### src/hdl/msr_pkg.sv
// Purpose: shared constants of the motion status readback block
// Assumes: 8-bit host port, 16-bit signals register
// Notes: command codes not fixed elsewhere are plain defaults

package msr_pkg;

  // ----------------------------------------
  // command codes
  // ----------------------------------------
  localparam logic [7:0] MSR_CMD_START = 8'h01;
  localparam logic [7:0] MSR_CMD_RD_DES_VEL = 8'h07;
  localparam logic [7:0] MSR_CMD_RD_DES_POS = 8'h08;
  localparam logic [7:0] MSR_CMD_RD_INDEX = 8'h09;
  localparam logic [7:0] MSR_CMD_RD_ACT_POS = 8'h0a;
  localparam logic [7:0] MSR_CMD_RD_ACT_VEL = 8'h0b;
  localparam logic [7:0] MSR_CMD_RD_SIGNALS = 8'h0c;
  localparam logic [7:0] MSR_CMD_RD_SUM = 8'h0d;
  // codes below are plain defaults
  localparam logic [7:0] MSR_CMD_SET_INDEX = 8'h03;
  localparam logic [7:0] MSR_CMD_NARROW_OUT = 8'h05;
  localparam logic [7:0] MSR_CMD_WIDE_OUT = 8'h06;
  localparam logic [7:0] MSR_CMD_UPDATE_FILT = 8'h04;
  localparam logic [7:0] MSR_CMD_ERR_STOP = 8'h1a;
  localparam logic [7:0] MSR_CMD_ERR_INT = 8'h1b;
  localparam logic [7:0] MSR_CMD_RESET_INT = 8'h1d;

  // ----------------------------------------
  // signals register layout
  // ----------------------------------------
  localparam int MSR_BIT_HOST_INT = 15;
  localparam int MSR_BIT_ACCEL = 14;
  localparam int MSR_BIT_FILT_PEND = 13;
  localparam int MSR_BIT_FWD = 12;
  localparam int MSR_BIT_VEL_MODE = 11;
  localparam int MSR_BIT_ON_TARGET = 10;
  localparam int MSR_BIT_ERR_STOP = 9;
  localparam int MSR_BIT_NARROW = 8;
  localparam int MSR_BIT_MOTOR_OFF = 7;
  localparam int MSR_BIT_ACQ_INDEX = 0;
  localparam int MSR_NUM_INT = 6;
  localparam logic NARROW_RST = 1'b1;

  // ----------------------------------------
  // report lengths in bytes
  // ----------------------------------------
  localparam logic [2:0] MSR_LEN_LONG = 3'h4;
  localparam logic [2:0] MSR_LEN_SHORT = 3'h2;
  localparam logic [2:0] MSR_LEN_ONE = 3'h1;

  // ----------------------------------------
  // readback sequencer states
  // ----------------------------------------
  typedef enum logic [1:0]
  {
    MSR_IDLE = 2'b01,
    MSR_SEND = 2'b10
  } msr_state_t;

endpackage

### src/hdl/msr_byte_shift.sv
// Purpose: holding register that hands out a sample byte by byte
// Assumes: value left-justified, most significant byte first
// Notes: output byte comes straight from the holding register
`timescale 1ns/1ns

module msr_byte_shift
  import msr_pkg::*;
#(
  parameter int WIDTH = 32
)
(
  // clock and reset
  input wire logic clk_in,
  input wire logic sys_rst_in,
  input wire logic ce_in,
  // control
  input wire logic load_in,
  input wire logic shift_in,
  input wire logic [WIDTH-1:0] value_in,
  // byte out
  output logic [7:0] byte_out
);

  logic [WIDTH-1:0] hold;

  // ----------------------------------------
  // holding register
  // ----------------------------------------
  // one sample per report
  always_ff @(posedge clk_in)
  begin
    if (sys_rst_in)
      hold <= '0;
    else if (ce_in && load_in)
      hold <= value_in;
    else if (ce_in && shift_in)
      hold <= {hold[WIDTH-9:0], 8'h00};
  end

  assign byte_out = hold[WIDTH-1 -: 8];

  property p_msb_next;
    @(posedge clk_in) disable iff (sys_rst_in)
    (ce_in && shift_in && !load_in) |=>
      (byte_out == $past(hold[WIDTH-9 -: 8]));
  endproperty
  a_msb_next: assert property (p_msb_next)
    else $error("byte order broken");

endmodule

### src/hdl/msr_readback.sv
// Purpose: signals register and data report port of a motion controller
// Assumes: host strobes synchronous to clk_in, active low
// Notes: strobe falling edges mark accesses; data reads hand out bytes
`timescale 1ns/1ns

// How it works
// - unmasked events raise host interrupt and bit 15; reset command clears
// - acceleration load sets bit 14; start motion clears it
// - update filter sets bit 13; end of sample interval clears it
// - direction from trajectory load, applied to bit 12 at start motion
// - velocity mode from trajectory load, applied to bit 11 at start
// - trajectory done sets bit 10; next start motion clears it
// - error stop command sets bit 9; error interrupt command clears it
// - reset and narrow output set bit 8; wide output clears it
// - low byte mirrors status; bit 0 armed by index capture until pulse
// - index position read returns four bytes
// - desired position read returns four bytes
// - actual position read returns four bytes
// - desired velocity read gives four signed bytes, integer then fraction
// - actual velocity read returns two signed integer bytes
// - integral sum read returns two bytes
// - multi-byte reports go most significant byte first
// - a new command abandons an unfinished report
// - status interrupt bits update whatever the mask
// - writes while busy ignored; busy data reads give stale data, no error
// - chip select, port select and read low return status byte
// - signals read returns two bytes, upper first
module msr_readback
  import msr_pkg::*;
(
  // clock, enable, reset
  input wire logic clk_in,
  input wire logic ce_in,
  input wire logic sys_rst_in,
  // host port
  input wire logic cs_n_in,
  input wire logic port_select_in,
  input wire logic rd_n_in,
  input wire logic wr_n_in,
  input wire logic [7:0] data_in,
  output logic [7:0] data_out,
  output logic data_oe_out,
  output logic host_int_out,
  // core status and events
  input wire logic busy_in,
  input wire logic motor_off_in,
  input wire logic [MSR_NUM_INT-1:0] int_enable_in,
  input wire logic breakpoint_evt_in,
  input wire logic pos_err_evt_in,
  input wire logic wrap_evt_in,
  input wire logic index_pulse_in,
  input wire logic traj_done_in,
  input wire logic sample_tick_in,
  // trajectory and acceleration loads
  input wire logic accel_load_in,
  input wire logic traj_load_in,
  input wire logic traj_forward_in,
  input wire logic traj_velocity_in,
  // report sources
  input wire logic [31:0] index_pos_in,
  input wire logic [31:0] desired_pos_in,
  input wire logic [31:0] actual_pos_in,
  input wire logic [31:0] desired_vel_in,
  input wire logic [15:0] actual_vel_in,
  input wire logic [15:0] integ_sum_in,
  // register view
  output logic [15:0] signal_flags_out
);

  logic wr_prev;
  logic rd_prev;
  logic wr_fall;
  logic rd_fall;
  logic cmd_take;
  logic dwr_take;
  logic stat_rd;
  logic drd_take;
  logic do_start;
  logic do_reset_int;
  logic do_filt;
  logic do_err_stop;
  logic do_err_int;
  logic do_narrow;
  logic do_wide;
  logic do_arm;
  logic rpt_load;
  logic [2:0] rpt_len;
  logic [31:0] rpt_value;
  logic cmd_err_evt;
  logic index_hit;
  logic [MSR_NUM_INT-1:0] int_evt;
  logic [MSR_NUM_INT-1:0] int_flags;
  logic [7:0] rpt_byte;
  msr_state_t state;
  logic [2:0] bytes_left;
  logic accel_flag;
  logic filt_flag;
  logic fwd_flag;
  logic vel_flag;
  logic fwd_pend;
  logic vel_pend;
  logic on_target;
  logic err_stop;
  logic narrow;
  logic motor_off;
  logic acq_index;

  // ----------------------------------------
  // host strobe decode
  // ----------------------------------------
  // edge detect so a long strobe counts as one access
  always_ff @(posedge clk_in)
  begin
    if (sys_rst_in)
    begin
      wr_prev <= 1'b1;
      rd_prev <= 1'b1;
    end
    else if (ce_in)
    begin
      wr_prev <= wr_n_in;
      rd_prev <= rd_n_in;
    end
  end

  assign wr_fall = wr_prev && !wr_n_in && !cs_n_in;
  assign rd_fall = rd_prev && !rd_n_in && !cs_n_in;
  assign cmd_take = wr_fall && !port_select_in && !busy_in;
  assign dwr_take = wr_fall && port_select_in && !busy_in;
  assign stat_rd = rd_fall && !port_select_in;
  assign drd_take = rd_fall && port_select_in && !busy_in;

  // command execution pulses
  assign do_start = cmd_take && (data_in == MSR_CMD_START);
  assign do_reset_int = cmd_take && (data_in == MSR_CMD_RESET_INT);
  assign do_filt = cmd_take && (data_in == MSR_CMD_UPDATE_FILT);
  assign do_err_stop = cmd_take && (data_in == MSR_CMD_ERR_STOP);
  assign do_err_int = cmd_take && (data_in == MSR_CMD_ERR_INT);
  assign do_narrow = cmd_take && (data_in == MSR_CMD_NARROW_OUT);
  assign do_wide = cmd_take && (data_in == MSR_CMD_WIDE_OUT);
  assign do_arm = cmd_take && (data_in == MSR_CMD_SET_INDEX);

  // ----------------------------------------
  // report selection
  // ----------------------------------------
  // short values are left-justified so the shifter serves all
  always_comb
  begin
    rpt_load = cmd_take;
    rpt_len = MSR_LEN_LONG;
    rpt_value = '0;
    unique case (data_in)
      MSR_CMD_RD_INDEX: rpt_value = index_pos_in;
      MSR_CMD_RD_DES_POS: rpt_value = desired_pos_in;
      MSR_CMD_RD_ACT_POS: rpt_value = actual_pos_in;
      MSR_CMD_RD_DES_VEL: rpt_value = desired_vel_in;
      MSR_CMD_RD_ACT_VEL:
      begin
        rpt_value = {actual_vel_in, 16'h0000};
        rpt_len = MSR_LEN_SHORT;
      end
      MSR_CMD_RD_SUM:
      begin
        rpt_value = {integ_sum_in, 16'h0000};
        rpt_len = MSR_LEN_SHORT;
      end
      MSR_CMD_RD_SIGNALS:
      begin
        rpt_value = {signal_flags_out, 16'h0000};
        rpt_len = MSR_LEN_SHORT;
      end
      default:
      begin
        rpt_load = 1'b0;
        rpt_len = MSR_LEN_ONE;
      end
    endcase
  end

  msr_byte_shift #(.WIDTH(32)) u_shift (
    .clk_in(clk_in),
    .sys_rst_in(sys_rst_in),
    .ce_in(ce_in),
    .load_in(rpt_load),
    .shift_in(drd_take && (state == MSR_SEND)),
    .value_in(rpt_value),
    .byte_out(rpt_byte)
  );

  // ----------------------------------------
  // readback sequencer
  // ----------------------------------------
  // new command restarts
  always_ff @(posedge clk_in)
  begin
    if (sys_rst_in)
    begin
      state <= MSR_IDLE;
      bytes_left <= '0;
    end
    else if (ce_in)
    begin
      if (cmd_take)
      begin
        state <= rpt_load ? MSR_SEND : MSR_IDLE;
        bytes_left <= rpt_load ? rpt_len : '0;
      end
      else if (drd_take && state == MSR_SEND)
      begin
        bytes_left <= bytes_left - MSR_LEN_ONE;
        if (bytes_left == MSR_LEN_ONE)
          state <= MSR_IDLE;
      end
    end
  end

  // a read with no report pending, or a write mid-report, is an error
  assign cmd_err_evt = (drd_take && state == MSR_IDLE)
    || (dwr_take && state == MSR_SEND);

  // ----------------------------------------
  // host data port
  // ----------------------------------------
  // busy data reads leave the old byte: stale buffer contents
  always_ff @(posedge clk_in)
  begin
    if (sys_rst_in)
    begin
      data_out <= '0;
      data_oe_out <= 1'b0;
    end
    else if (ce_in)
    begin
      data_oe_out <= !cs_n_in && !rd_n_in;
      if (stat_rd)
        data_out <= {signal_flags_out[7:1], busy_in};
      else if (drd_take && state == MSR_SEND)
        data_out <= rpt_byte;
    end
  end

  // ----------------------------------------
  // interrupt flags, bits 6 to 1
  // ----------------------------------------
  assign index_hit = index_pulse_in && acq_index;
  assign int_evt = {breakpoint_evt_in, pos_err_evt_in, wrap_evt_in,
                    index_hit, traj_done_in, cmd_err_evt};

  generate
    for (genvar i = 0; i < MSR_NUM_INT; i++)
    begin : g_int
      always_ff @(posedge clk_in)
      begin
        if (sys_rst_in)
          int_flags[i] <= 1'b0;
        else if (ce_in && int_evt[i])
          int_flags[i] <= 1'b1;
        else if (ce_in && do_reset_int)
          int_flags[i] <= 1'b0;
      end
    end
  endgenerate

  always_ff @(posedge clk_in)
  begin
    if (sys_rst_in)
      host_int_out <= 1'b0;
    else if (ce_in && |(int_evt & int_enable_in))
      host_int_out <= 1'b1;
    else if (ce_in && do_reset_int)
      host_int_out <= 1'b0;
  end

  // ----------------------------------------
  // signals register bits 14 to 7 and bit 0
  // ----------------------------------------
  // sets win over a clear in the same cycle
  always_ff @(posedge clk_in)
  begin
    if (sys_rst_in)
    begin
      accel_flag <= 1'b0;
      filt_flag <= 1'b0;
      on_target <= 1'b0;
    end
    else if (ce_in)
    begin
      if (accel_load_in)
        accel_flag <= 1'b1;
      else if (do_start)
        accel_flag <= 1'b0;
      if (do_filt)
        filt_flag <= 1'b1;
      else if (sample_tick_in)
        filt_flag <= 1'b0;
      if (traj_done_in)
        on_target <= 1'b1;
      else if (do_start)
        on_target <= 1'b0;
    end
  end

  // mode and direction wait in pending copies until start
  always_ff @(posedge clk_in)
  begin
    if (sys_rst_in)
    begin
      fwd_pend <= 1'b0;
      vel_pend <= 1'b0;
      fwd_flag <= 1'b0;
      vel_flag <= 1'b0;
    end
    else if (ce_in)
    begin
      if (traj_load_in)
      begin
        fwd_pend <= traj_forward_in;
        vel_pend <= traj_velocity_in;
      end
      if (do_start)
      begin
        fwd_flag <= fwd_pend;
        vel_flag <= vel_pend;
      end
    end
  end

  // output width, error stop, index arm, motor off mirror
  always_ff @(posedge clk_in)
  begin
    if (sys_rst_in)
    begin
      err_stop <= 1'b0;
      narrow <= NARROW_RST;
      acq_index <= 1'b0;
      motor_off <= 1'b0;
    end
    else if (ce_in)
    begin
      motor_off <= motor_off_in;
      if (do_err_stop)
        err_stop <= 1'b1;
      else if (do_err_int)
        err_stop <= 1'b0;
      if (do_narrow)
        narrow <= 1'b1;
      else if (do_wide)
        narrow <= 1'b0;
      if (do_arm)
        acq_index <= 1'b1;
      else if (index_pulse_in)
        acq_index <= 1'b0;
    end
  end

  assign signal_flags_out = {host_int_out, accel_flag, filt_flag, fwd_flag,
                             vel_flag, on_target, err_stop, narrow,
                             motor_off, int_flags, acq_index};

  // ----------------------------------------
  // checks
  // ----------------------------------------
  property p_int_raise;
    @(posedge clk_in) disable iff (sys_rst_in)
    (ce_in && |(int_evt & int_enable_in)) |=>
      host_int_out && signal_flags_out[MSR_BIT_HOST_INT];
  endproperty
  a_int_raise: assert property (p_int_raise)
    else $error("host interrupt not raised");

  property p_accel;
    @(posedge clk_in) disable iff (sys_rst_in)
    (ce_in && do_start && !accel_load_in) |=>
      !signal_flags_out[MSR_BIT_ACCEL];
  endproperty
  a_accel: assert property (p_accel)
    else $error("accel flag not cleared by start");

  property p_filt;
    @(posedge clk_in) disable iff (sys_rst_in)
    (ce_in && sample_tick_in && !do_filt) |=>
      !signal_flags_out[MSR_BIT_FILT_PEND];
  endproperty
  a_filt: assert property (p_filt)
    else $error("filter flag outlived interval");

  property p_mode;
    @(posedge clk_in) disable iff (sys_rst_in)
    (ce_in && traj_load_in && !do_start) |=>
      $stable(signal_flags_out[MSR_BIT_VEL_MODE])
      && $stable(signal_flags_out[MSR_BIT_FWD]);
  endproperty
  a_mode: assert property (p_mode)
    else $error("mode changed before start");

  property p_narrow;
    @(posedge clk_in) disable iff (sys_rst_in)
    (ce_in && do_wide) |=> !signal_flags_out[MSR_BIT_NARROW];
  endproperty
  a_narrow: assert property (p_narrow)
    else $error("wide output not taken");

  property p_report;
    @(posedge clk_in) disable iff (sys_rst_in)
    (ce_in && cmd_take && data_in == MSR_CMD_RD_INDEX) |=>
      (state == MSR_SEND) && (bytes_left == MSR_LEN_LONG);
  endproperty
  a_report: assert property (p_report)
    else $error("index report not started");

  property p_busy;
    @(posedge clk_in) disable iff (sys_rst_in)
    (ce_in && busy_in && !stat_rd) |=> $stable(data_out)
      && $stable(state) && !$rose(int_flags[0]);
  endproperty
  a_busy: assert property (p_busy)
    else $error("busy access had an effect");

  property p_status;
    @(posedge clk_in) disable iff (sys_rst_in)
    (ce_in && stat_rd) |=> data_oe_out
      && data_out == {$past(signal_flags_out[7:1]), $past(busy_in)};
  endproperty
  a_status: assert property (p_status)
    else $error("status byte wrong");

  property p_arm;
    @(posedge clk_in) disable iff (sys_rst_in)
    (ce_in && do_arm) |=> signal_flags_out[MSR_BIT_ACQ_INDEX];
  endproperty
  a_arm: assert property (p_arm)
    else $error("index arm not set");

endmodule

### config.mk
export PLATFORM = sky130hd
export DESIGN_NAME = msr_readback
export DESIGN_NICKNAME = d
export VERILOG_FILES = /design/src/hdl/msr_pkg.sv /design/src/hdl/msr_byte_shift.sv /design/src/hdl/msr_readback.sv
export SDC_FILE = /design/constraint.sdc
export NUM_CORES = 1
export LEC_CHECK = 0
export ABC_CLOCK_PERIOD_IN_PS = 3100
export BUFFER_PORTS_ARGS = -buffer_cell sky130_fd_sc_hd__buf_2
export CAP_MARGIN = 15
export CORE_UTILIZATION = 40
export DETAILED_ROUTE_END_ITERATION = 7
export GPL_ROUTABILITY_DRIVEN = 0
export PLACE_DENSITY = 0.74
export SYNTH_ARGS = -nofsm -noshare
export SYNTH_HDL_FRONTEND = slang
export SYNTH_SLANG_ARGS = --single-unit
export TNS_END_PERCENT = 20
### constraint.sdc
create_clock -name clk_in -period 3.1 [get_ports clk_in]
set_clock_uncertainty 0.1 [all_clocks]
set_input_delay 0.465 -clock clk_in [delete_from_list [all_inputs] [get_ports clk_in]]
set_output_delay 0.465 -clock clk_in [all_outputs]
set_load 0.02 [all_outputs]
# ---- After elaboration in Yosys (flattened, before gate mapping)
# Index checks and enable logic that the tools add are counted.
dict set report op_classes {
  n_addsub 1
  eq_ne 18
  muxes 33
  n_bitwise 1
  n_reduce_logical 72
}
# op n
set op_table {}
lappend op_table {{32-bit one-hot mux with 7 select lines} 1}
lappend op_table {{32-bit 2-to-1 mux} 2}
lappend op_table {{8-bit by 4-bit == test with 1-bit output (second input constant)} 6}
lappend op_table {{1-bit logical AND} 34}
lappend op_table {{2-bit nonzero test} 17}
lappend op_table {{8-bit by 3-bit == test with 1-bit output (second input constant)} 4}
lappend op_table {{8-bit by 5-bit == test with 1-bit output (second input constant)} 3}
lappend op_table {{1-bit 2-to-1 mux} 20}
lappend op_table {{2-bit AND reduction} 10}
lappend op_table {{8-bit 2-to-1 mux} 2}
lappend op_table {{3-bit 2-to-1 mux} 3}
lappend op_table {{8-bit by 1-bit == test with 1-bit output (second input constant)} 1}
lappend op_table {{8-bit by 2-bit == test with 1-bit output (second input constant)} 1}
lappend op_table {{2-bit 2-to-1 mux} 4}
lappend op_table {{7-bit OR reduction} 1}
lappend op_table {{6-bit AND} 1}
lappend op_table {{3-bit one-hot mux with 2 select lines} 1}
lappend op_table {{6-bit OR reduction} 1}
lappend op_table {{1-bit zero test} 5}
lappend op_table {{4-bit OR reduction} 1}
lappend op_table {{3-bit by 1-bit == test with 1-bit output (second input constant)} 1}
lappend op_table {{3-bit AND reduction} 1}
lappend op_table {{3-bit OR reduction} 1}
lappend op_table {{3-bit by 1-bit subtractor with 3-bit output (second input constant)} 1}
lappend op_table {{other kinds (3)} 3}
dict set report word_totals {
  regBits 66
  inputBits 193
}

# ---- Logic depth before layout (Yosys ltp)
dict set report logic_depth {
  depth_word 11
  ltp_mapped 7
  mapped_depth_nobuf 5
}

# ---- Modules after synthesis
# From an unflattened synthesis, not the netlist that was laid out.
dict set report hier_totals {
  hier_cells 516
  area_unflattened_um2 4409.2
}
# mod instances cells_per_inst area_per_inst_um2 seq_area_each_um2
set by_module_without_submodules {}
lappend by_module_without_submodules {msr_readback 1 349 2964.1 680.7}
lappend by_module_without_submodules {msr_byte_shift 1 167 1445.1 640.6}

# ---- Worst setup path after synthesis
# No wires, ideal clock.
dict set report synth_timing {
  kind {input to register}
  start {input port port_select_in}
  end {register u_shift.hold[21]}
  setup_ns 0.137
  t_arrival_ns 1.766
  setup_slack_ns 1.096
  path_stages 6
  n_path_buf 2
  cell_sequence {buf_2 > nor4b_4 > o2111ai_4 > buf_4 > a221oi_1 > a211oi_1}
}
dict set report synth_via {
  elab_chain_len 6
  word_cells_on_any_way 11
}
# element line
set synth_rtl {}
lappend synth_rtl {{from (decl)} msr_readback.sv:37} ;# input wire logic port_select_in,
lappend synth_rtl {{1-bit zero test} msr_readback.sv:128} ;# assign cmd_take = wr_fall && !port_select_in && !busy_in;
lappend synth_rtl {{1-bit logical AND (2 in series)} msr_readback.sv:128}
lappend synth_rtl {{1-bit 2-to-1 mux} msr_readback.sv:152} ;# unique case (data_in)
lappend synth_rtl {{1-bit logical AND} msr_byte_shift.sv:34} ;# else if (ce_in && load_in)
lappend synth_rtl {{32-bit 2-to-1 mux or 2-bit nonzero test (tied branches)} n/a}
lappend synth_rtl {{to (signal assigned)} msr_byte_shift.sv:35} ;# hold <= value_in;
lappend synth_rtl {{to (signal assigned)} msr_byte_shift.sv:37} ;# hold <= {hold[WIDTH-9:0], 8'h00};
lappend synth_rtl {{to (decl)} msr_byte_shift.sv:24} ;# logic [WIDTH-1:0] hold;
# Several ways; a longest one is shown, not always the timed one.
# A chain may end at the register's enable or synchronous reset.

# ---- Worst setup path in the final report
dict set report layout_timing {
  start {input port data_in[5]}
  end {register u_shift.hold[7]}
}
dict set report layout_via {
  elab_chain_len 5
  word_cells_on_any_way 13
}
# element line
set layout_rtl {}
lappend layout_rtl {{from (decl)} msr_readback.sv:40} ;# input wire logic [7:0] data_in,
lappend layout_rtl {{8-bit by 4-bit == test with 1-bit output or 8-bit by 3-bit == test with 1-bit output (tied branches)} msr_readback.sv:152}
lappend layout_rtl {{7-bit OR reduction (no source line)} n/a}
lappend layout_rtl {{1-bit 2-to-1 mux} msr_readback.sv:152}
lappend layout_rtl {{1-bit logical AND} msr_byte_shift.sv:34}
lappend layout_rtl {{32-bit 2-to-1 mux or 2-bit nonzero test (tied branches)} n/a}
# Several ways; a longest one is shown, not always the timed one.

==> flow_summary.yaml <==
global_routing:
  grt_pass1_wl_mm: 24.8
  antenna_found_initial: 0
  grt_usage: 0.277
  first_global_vias: 4662
  grt_max_degree: 53
  grt-ovfl-total: 0
synthesis:
  syn_avg_cell_area_um2: 9.53
  syn_area_um2: 4570
  yosys-top-cells-count: "dfxtp_1 (66), mux2i_1 (41), nor2_1 (30), a21oi_1 (27), a221oi_1 (25)"
  ys_ff_latch: 66
  yosysUniqueCellTypes: 63
  yosysWarnings: 0
  ys.flop_type: "dfxtp_1"
  synthArstFlopShare: 0
  yosysSeqAreaShare: 0.289
  syn-num-nets: 675
  synth.most_common_cell: "dfxtp_1"
  yosysTopAreaCell: "dfxtp_1"
  synth_top_area_frac: 0.289
  syn_inst: 480
  synth_edf_count: 0
  synth_area_leaders: "dfxtp_1 (29%), mux2i_1 (9.0%), mux4_2 (7.9%)"
routing:
  via_per_inst: 6.02
  ant_nets: 0
  drtIter0Drc: 411
  dr_total_vias: 4899
  drc: 0
  drtPass1Iterations: 5
  routedWlPerCell_um: 20.2
  wl_mm: 16.4
placement:
  port_buffers: 218
  place_hpwl_mm: 12.6
  dp.cells: 798
layout:
  antenna-diode-count: 0
  drive_gt1_frac: 0.438
  final_util: 0.540
  stdcell_count: 814
  fillers: 977
  fin_nets: 864
  area_delta_synth_final_pct: 29.7
cts:
  clkLatencyLatePin_ns: 0.34
  cts_buffers: 9
  postCtsSetupBuffers: 0
  clk_pin_slew_ns: 0.06
  cts_sinks: 66
  cts-root-buf: "clkbuf_16"
  cts_htree_levels: 3
  cts.path.max_buffers: 2
  cts_tree: "yes"
  cts_resized: 0
  cts_hold_buffers: 0
floorplanning:
  dieHeight_um: 109
  coreArea_um2: 11000
  start_util: 0.416
  die-area_um2: 11900
  rows: 38
  die_w_um: 109
  io_pins: 219
critical_path:
  path_class: "in -> reg"
  crit_fanout: 21
  r2r_slack_ns: 0.89
  timing.rr.end: "u_shift.hold[17]"
  critPathArrivalTime_ns: 2.39
  startpoint_type: "primary input"
  timing.rr.start: "state[0]"
  r2r_cells: 5
  required_ns: 3.23
  end_kind: "flip-flop"
sta:
  period_share: 0.728
  final-setup-viol-count: 0
  slew_headroom: 0.365
  hold_viol_final: 0
  fmax_mhz: 443
  finalMaxSlewViolations: 0
  timing.setup.tns_ns: 0
  worstMarginPinSlew_ns: 0.953
  rsz0062_at_grt: "false"
  min_period_ns: 2.26
  timing.hold.ws_ns: 0.283
power_and_ir_drop:
  p_leak_nw: 2.62
  powerDensity_nw_per_um2: 389
  ir_drop_mv: 0.260
run_status:
  status: "finished, final reports clean"
min_path:
  holdPathStages: 3
  hold_path_startpoint: "motor_off_in"
  hold_class: "in -> reg"
  hold_end: "motor_off"
job:
  drv_cap: 0
-- registers in the layout (all words and copies together) (netlist names), 2 cells and up --
name and flops:
signal_flags_out 6, data_out 8, state 2, u_shift.hold 32, bytes_left 3
-- how the worst max path moves through the flow --
stage          slack (ns)            from  depth (start not counted)               end
6_report             0.84      data_in[5]                          5   u_shift.hold[7]
3_3_place_gp         0.63  port_select_in                          6  u_shift.hold[28]
5_1_grt              0.71      data_in[3]                          5  u_shift.hold[15]
4_1_cts              0.87      data_in[5]                          5   u_shift.hold[7]
3_5_place_dp         0.53      data_in[5]                          5   u_shift.hold[7]
2_1_floorplan        1.10  port_select_in                          6  u_shift.hold[21]
-- layer usage --
layer	routed length, µm	global-route usage
met2	8100	0.457
met4	388	0.0994
met3	1450	0.0681
met5	0	0
met1	6500	0.348
-- cell type report --
cell class / count / area, µm² / area share
Clock buffer: 9 / 225 / 0.0380
Timing Repair Buffer: 233 / 1200 / 0.203
Multi-Input combinational cell: 351 / 2910 / 0.490
Sequential cell: 66 / 1320 / 0.223
Clock inverter: 7 / 70.1 / 0.0118
Inverter: 8 / 30.0 / 0.00506
Tap cell: 140 / 175 / 0.0295
-- report_power, final --
part / internal [mW] / leakage [nW] / switching [mW]
registers: 0.863 / 0.535 / 0.0152
logic: 0.198 / 1.94 / 0.205
clock network: 0.621 / 0.145 / 0.406
-- critical path: stages --
cell and delay (ns):
buf_2 0.12, or4_1 0.75, nor2_4 0.51, o21ai_0 0.20
a311oi_1 0.32
-- cell families (layout without fill, tap and decap cells) --
family | count (synthesis) | count (layout) | share of synthesized area
xor gates and xnor gates | 1 | 1 | 0.00192
muxes | 68 | 68 | 0.196
AOI/OAI and AO/OA | 143 | 143 | 0.244
and+or+nand+nor | 137 | 137 | 0.189
DFF | 66 | 66 | 0.289
adders and majority gates | 2 | 2 | 0.00547
buffers and inverters | 63 | 257 | 0.0752
-- metrics by stage --
stage | cell area, µm² | setup slack [ns] | total power [mW]
floorplan | 4570 | 1.10 | 1.10
global placement | 5640 | 0.627 | 1.29
detailed placement | 5640 | 0.534 | 1.30
CTS | 5930 | 0.868 | 2.30
global route | 5930 | 0.714 | 2.38
finish | 5930 | 0.843 | 2.31
-- placed cells by master, fill, tap and decap left out, types with 15 or more instances in the layout --
cell / n
mux4_2: 16
nor3_1: 18
buf_4: 15
mux2i_1: 41
nor2_1: 30
a211oi_1: 24
dfxtp_1: 66
nand2_1: 16
a21oi_1: 27
o2bb2ai_1: 15
a221oi_1: 25
buf_2: 218
(Power assumes the default switching activity.)
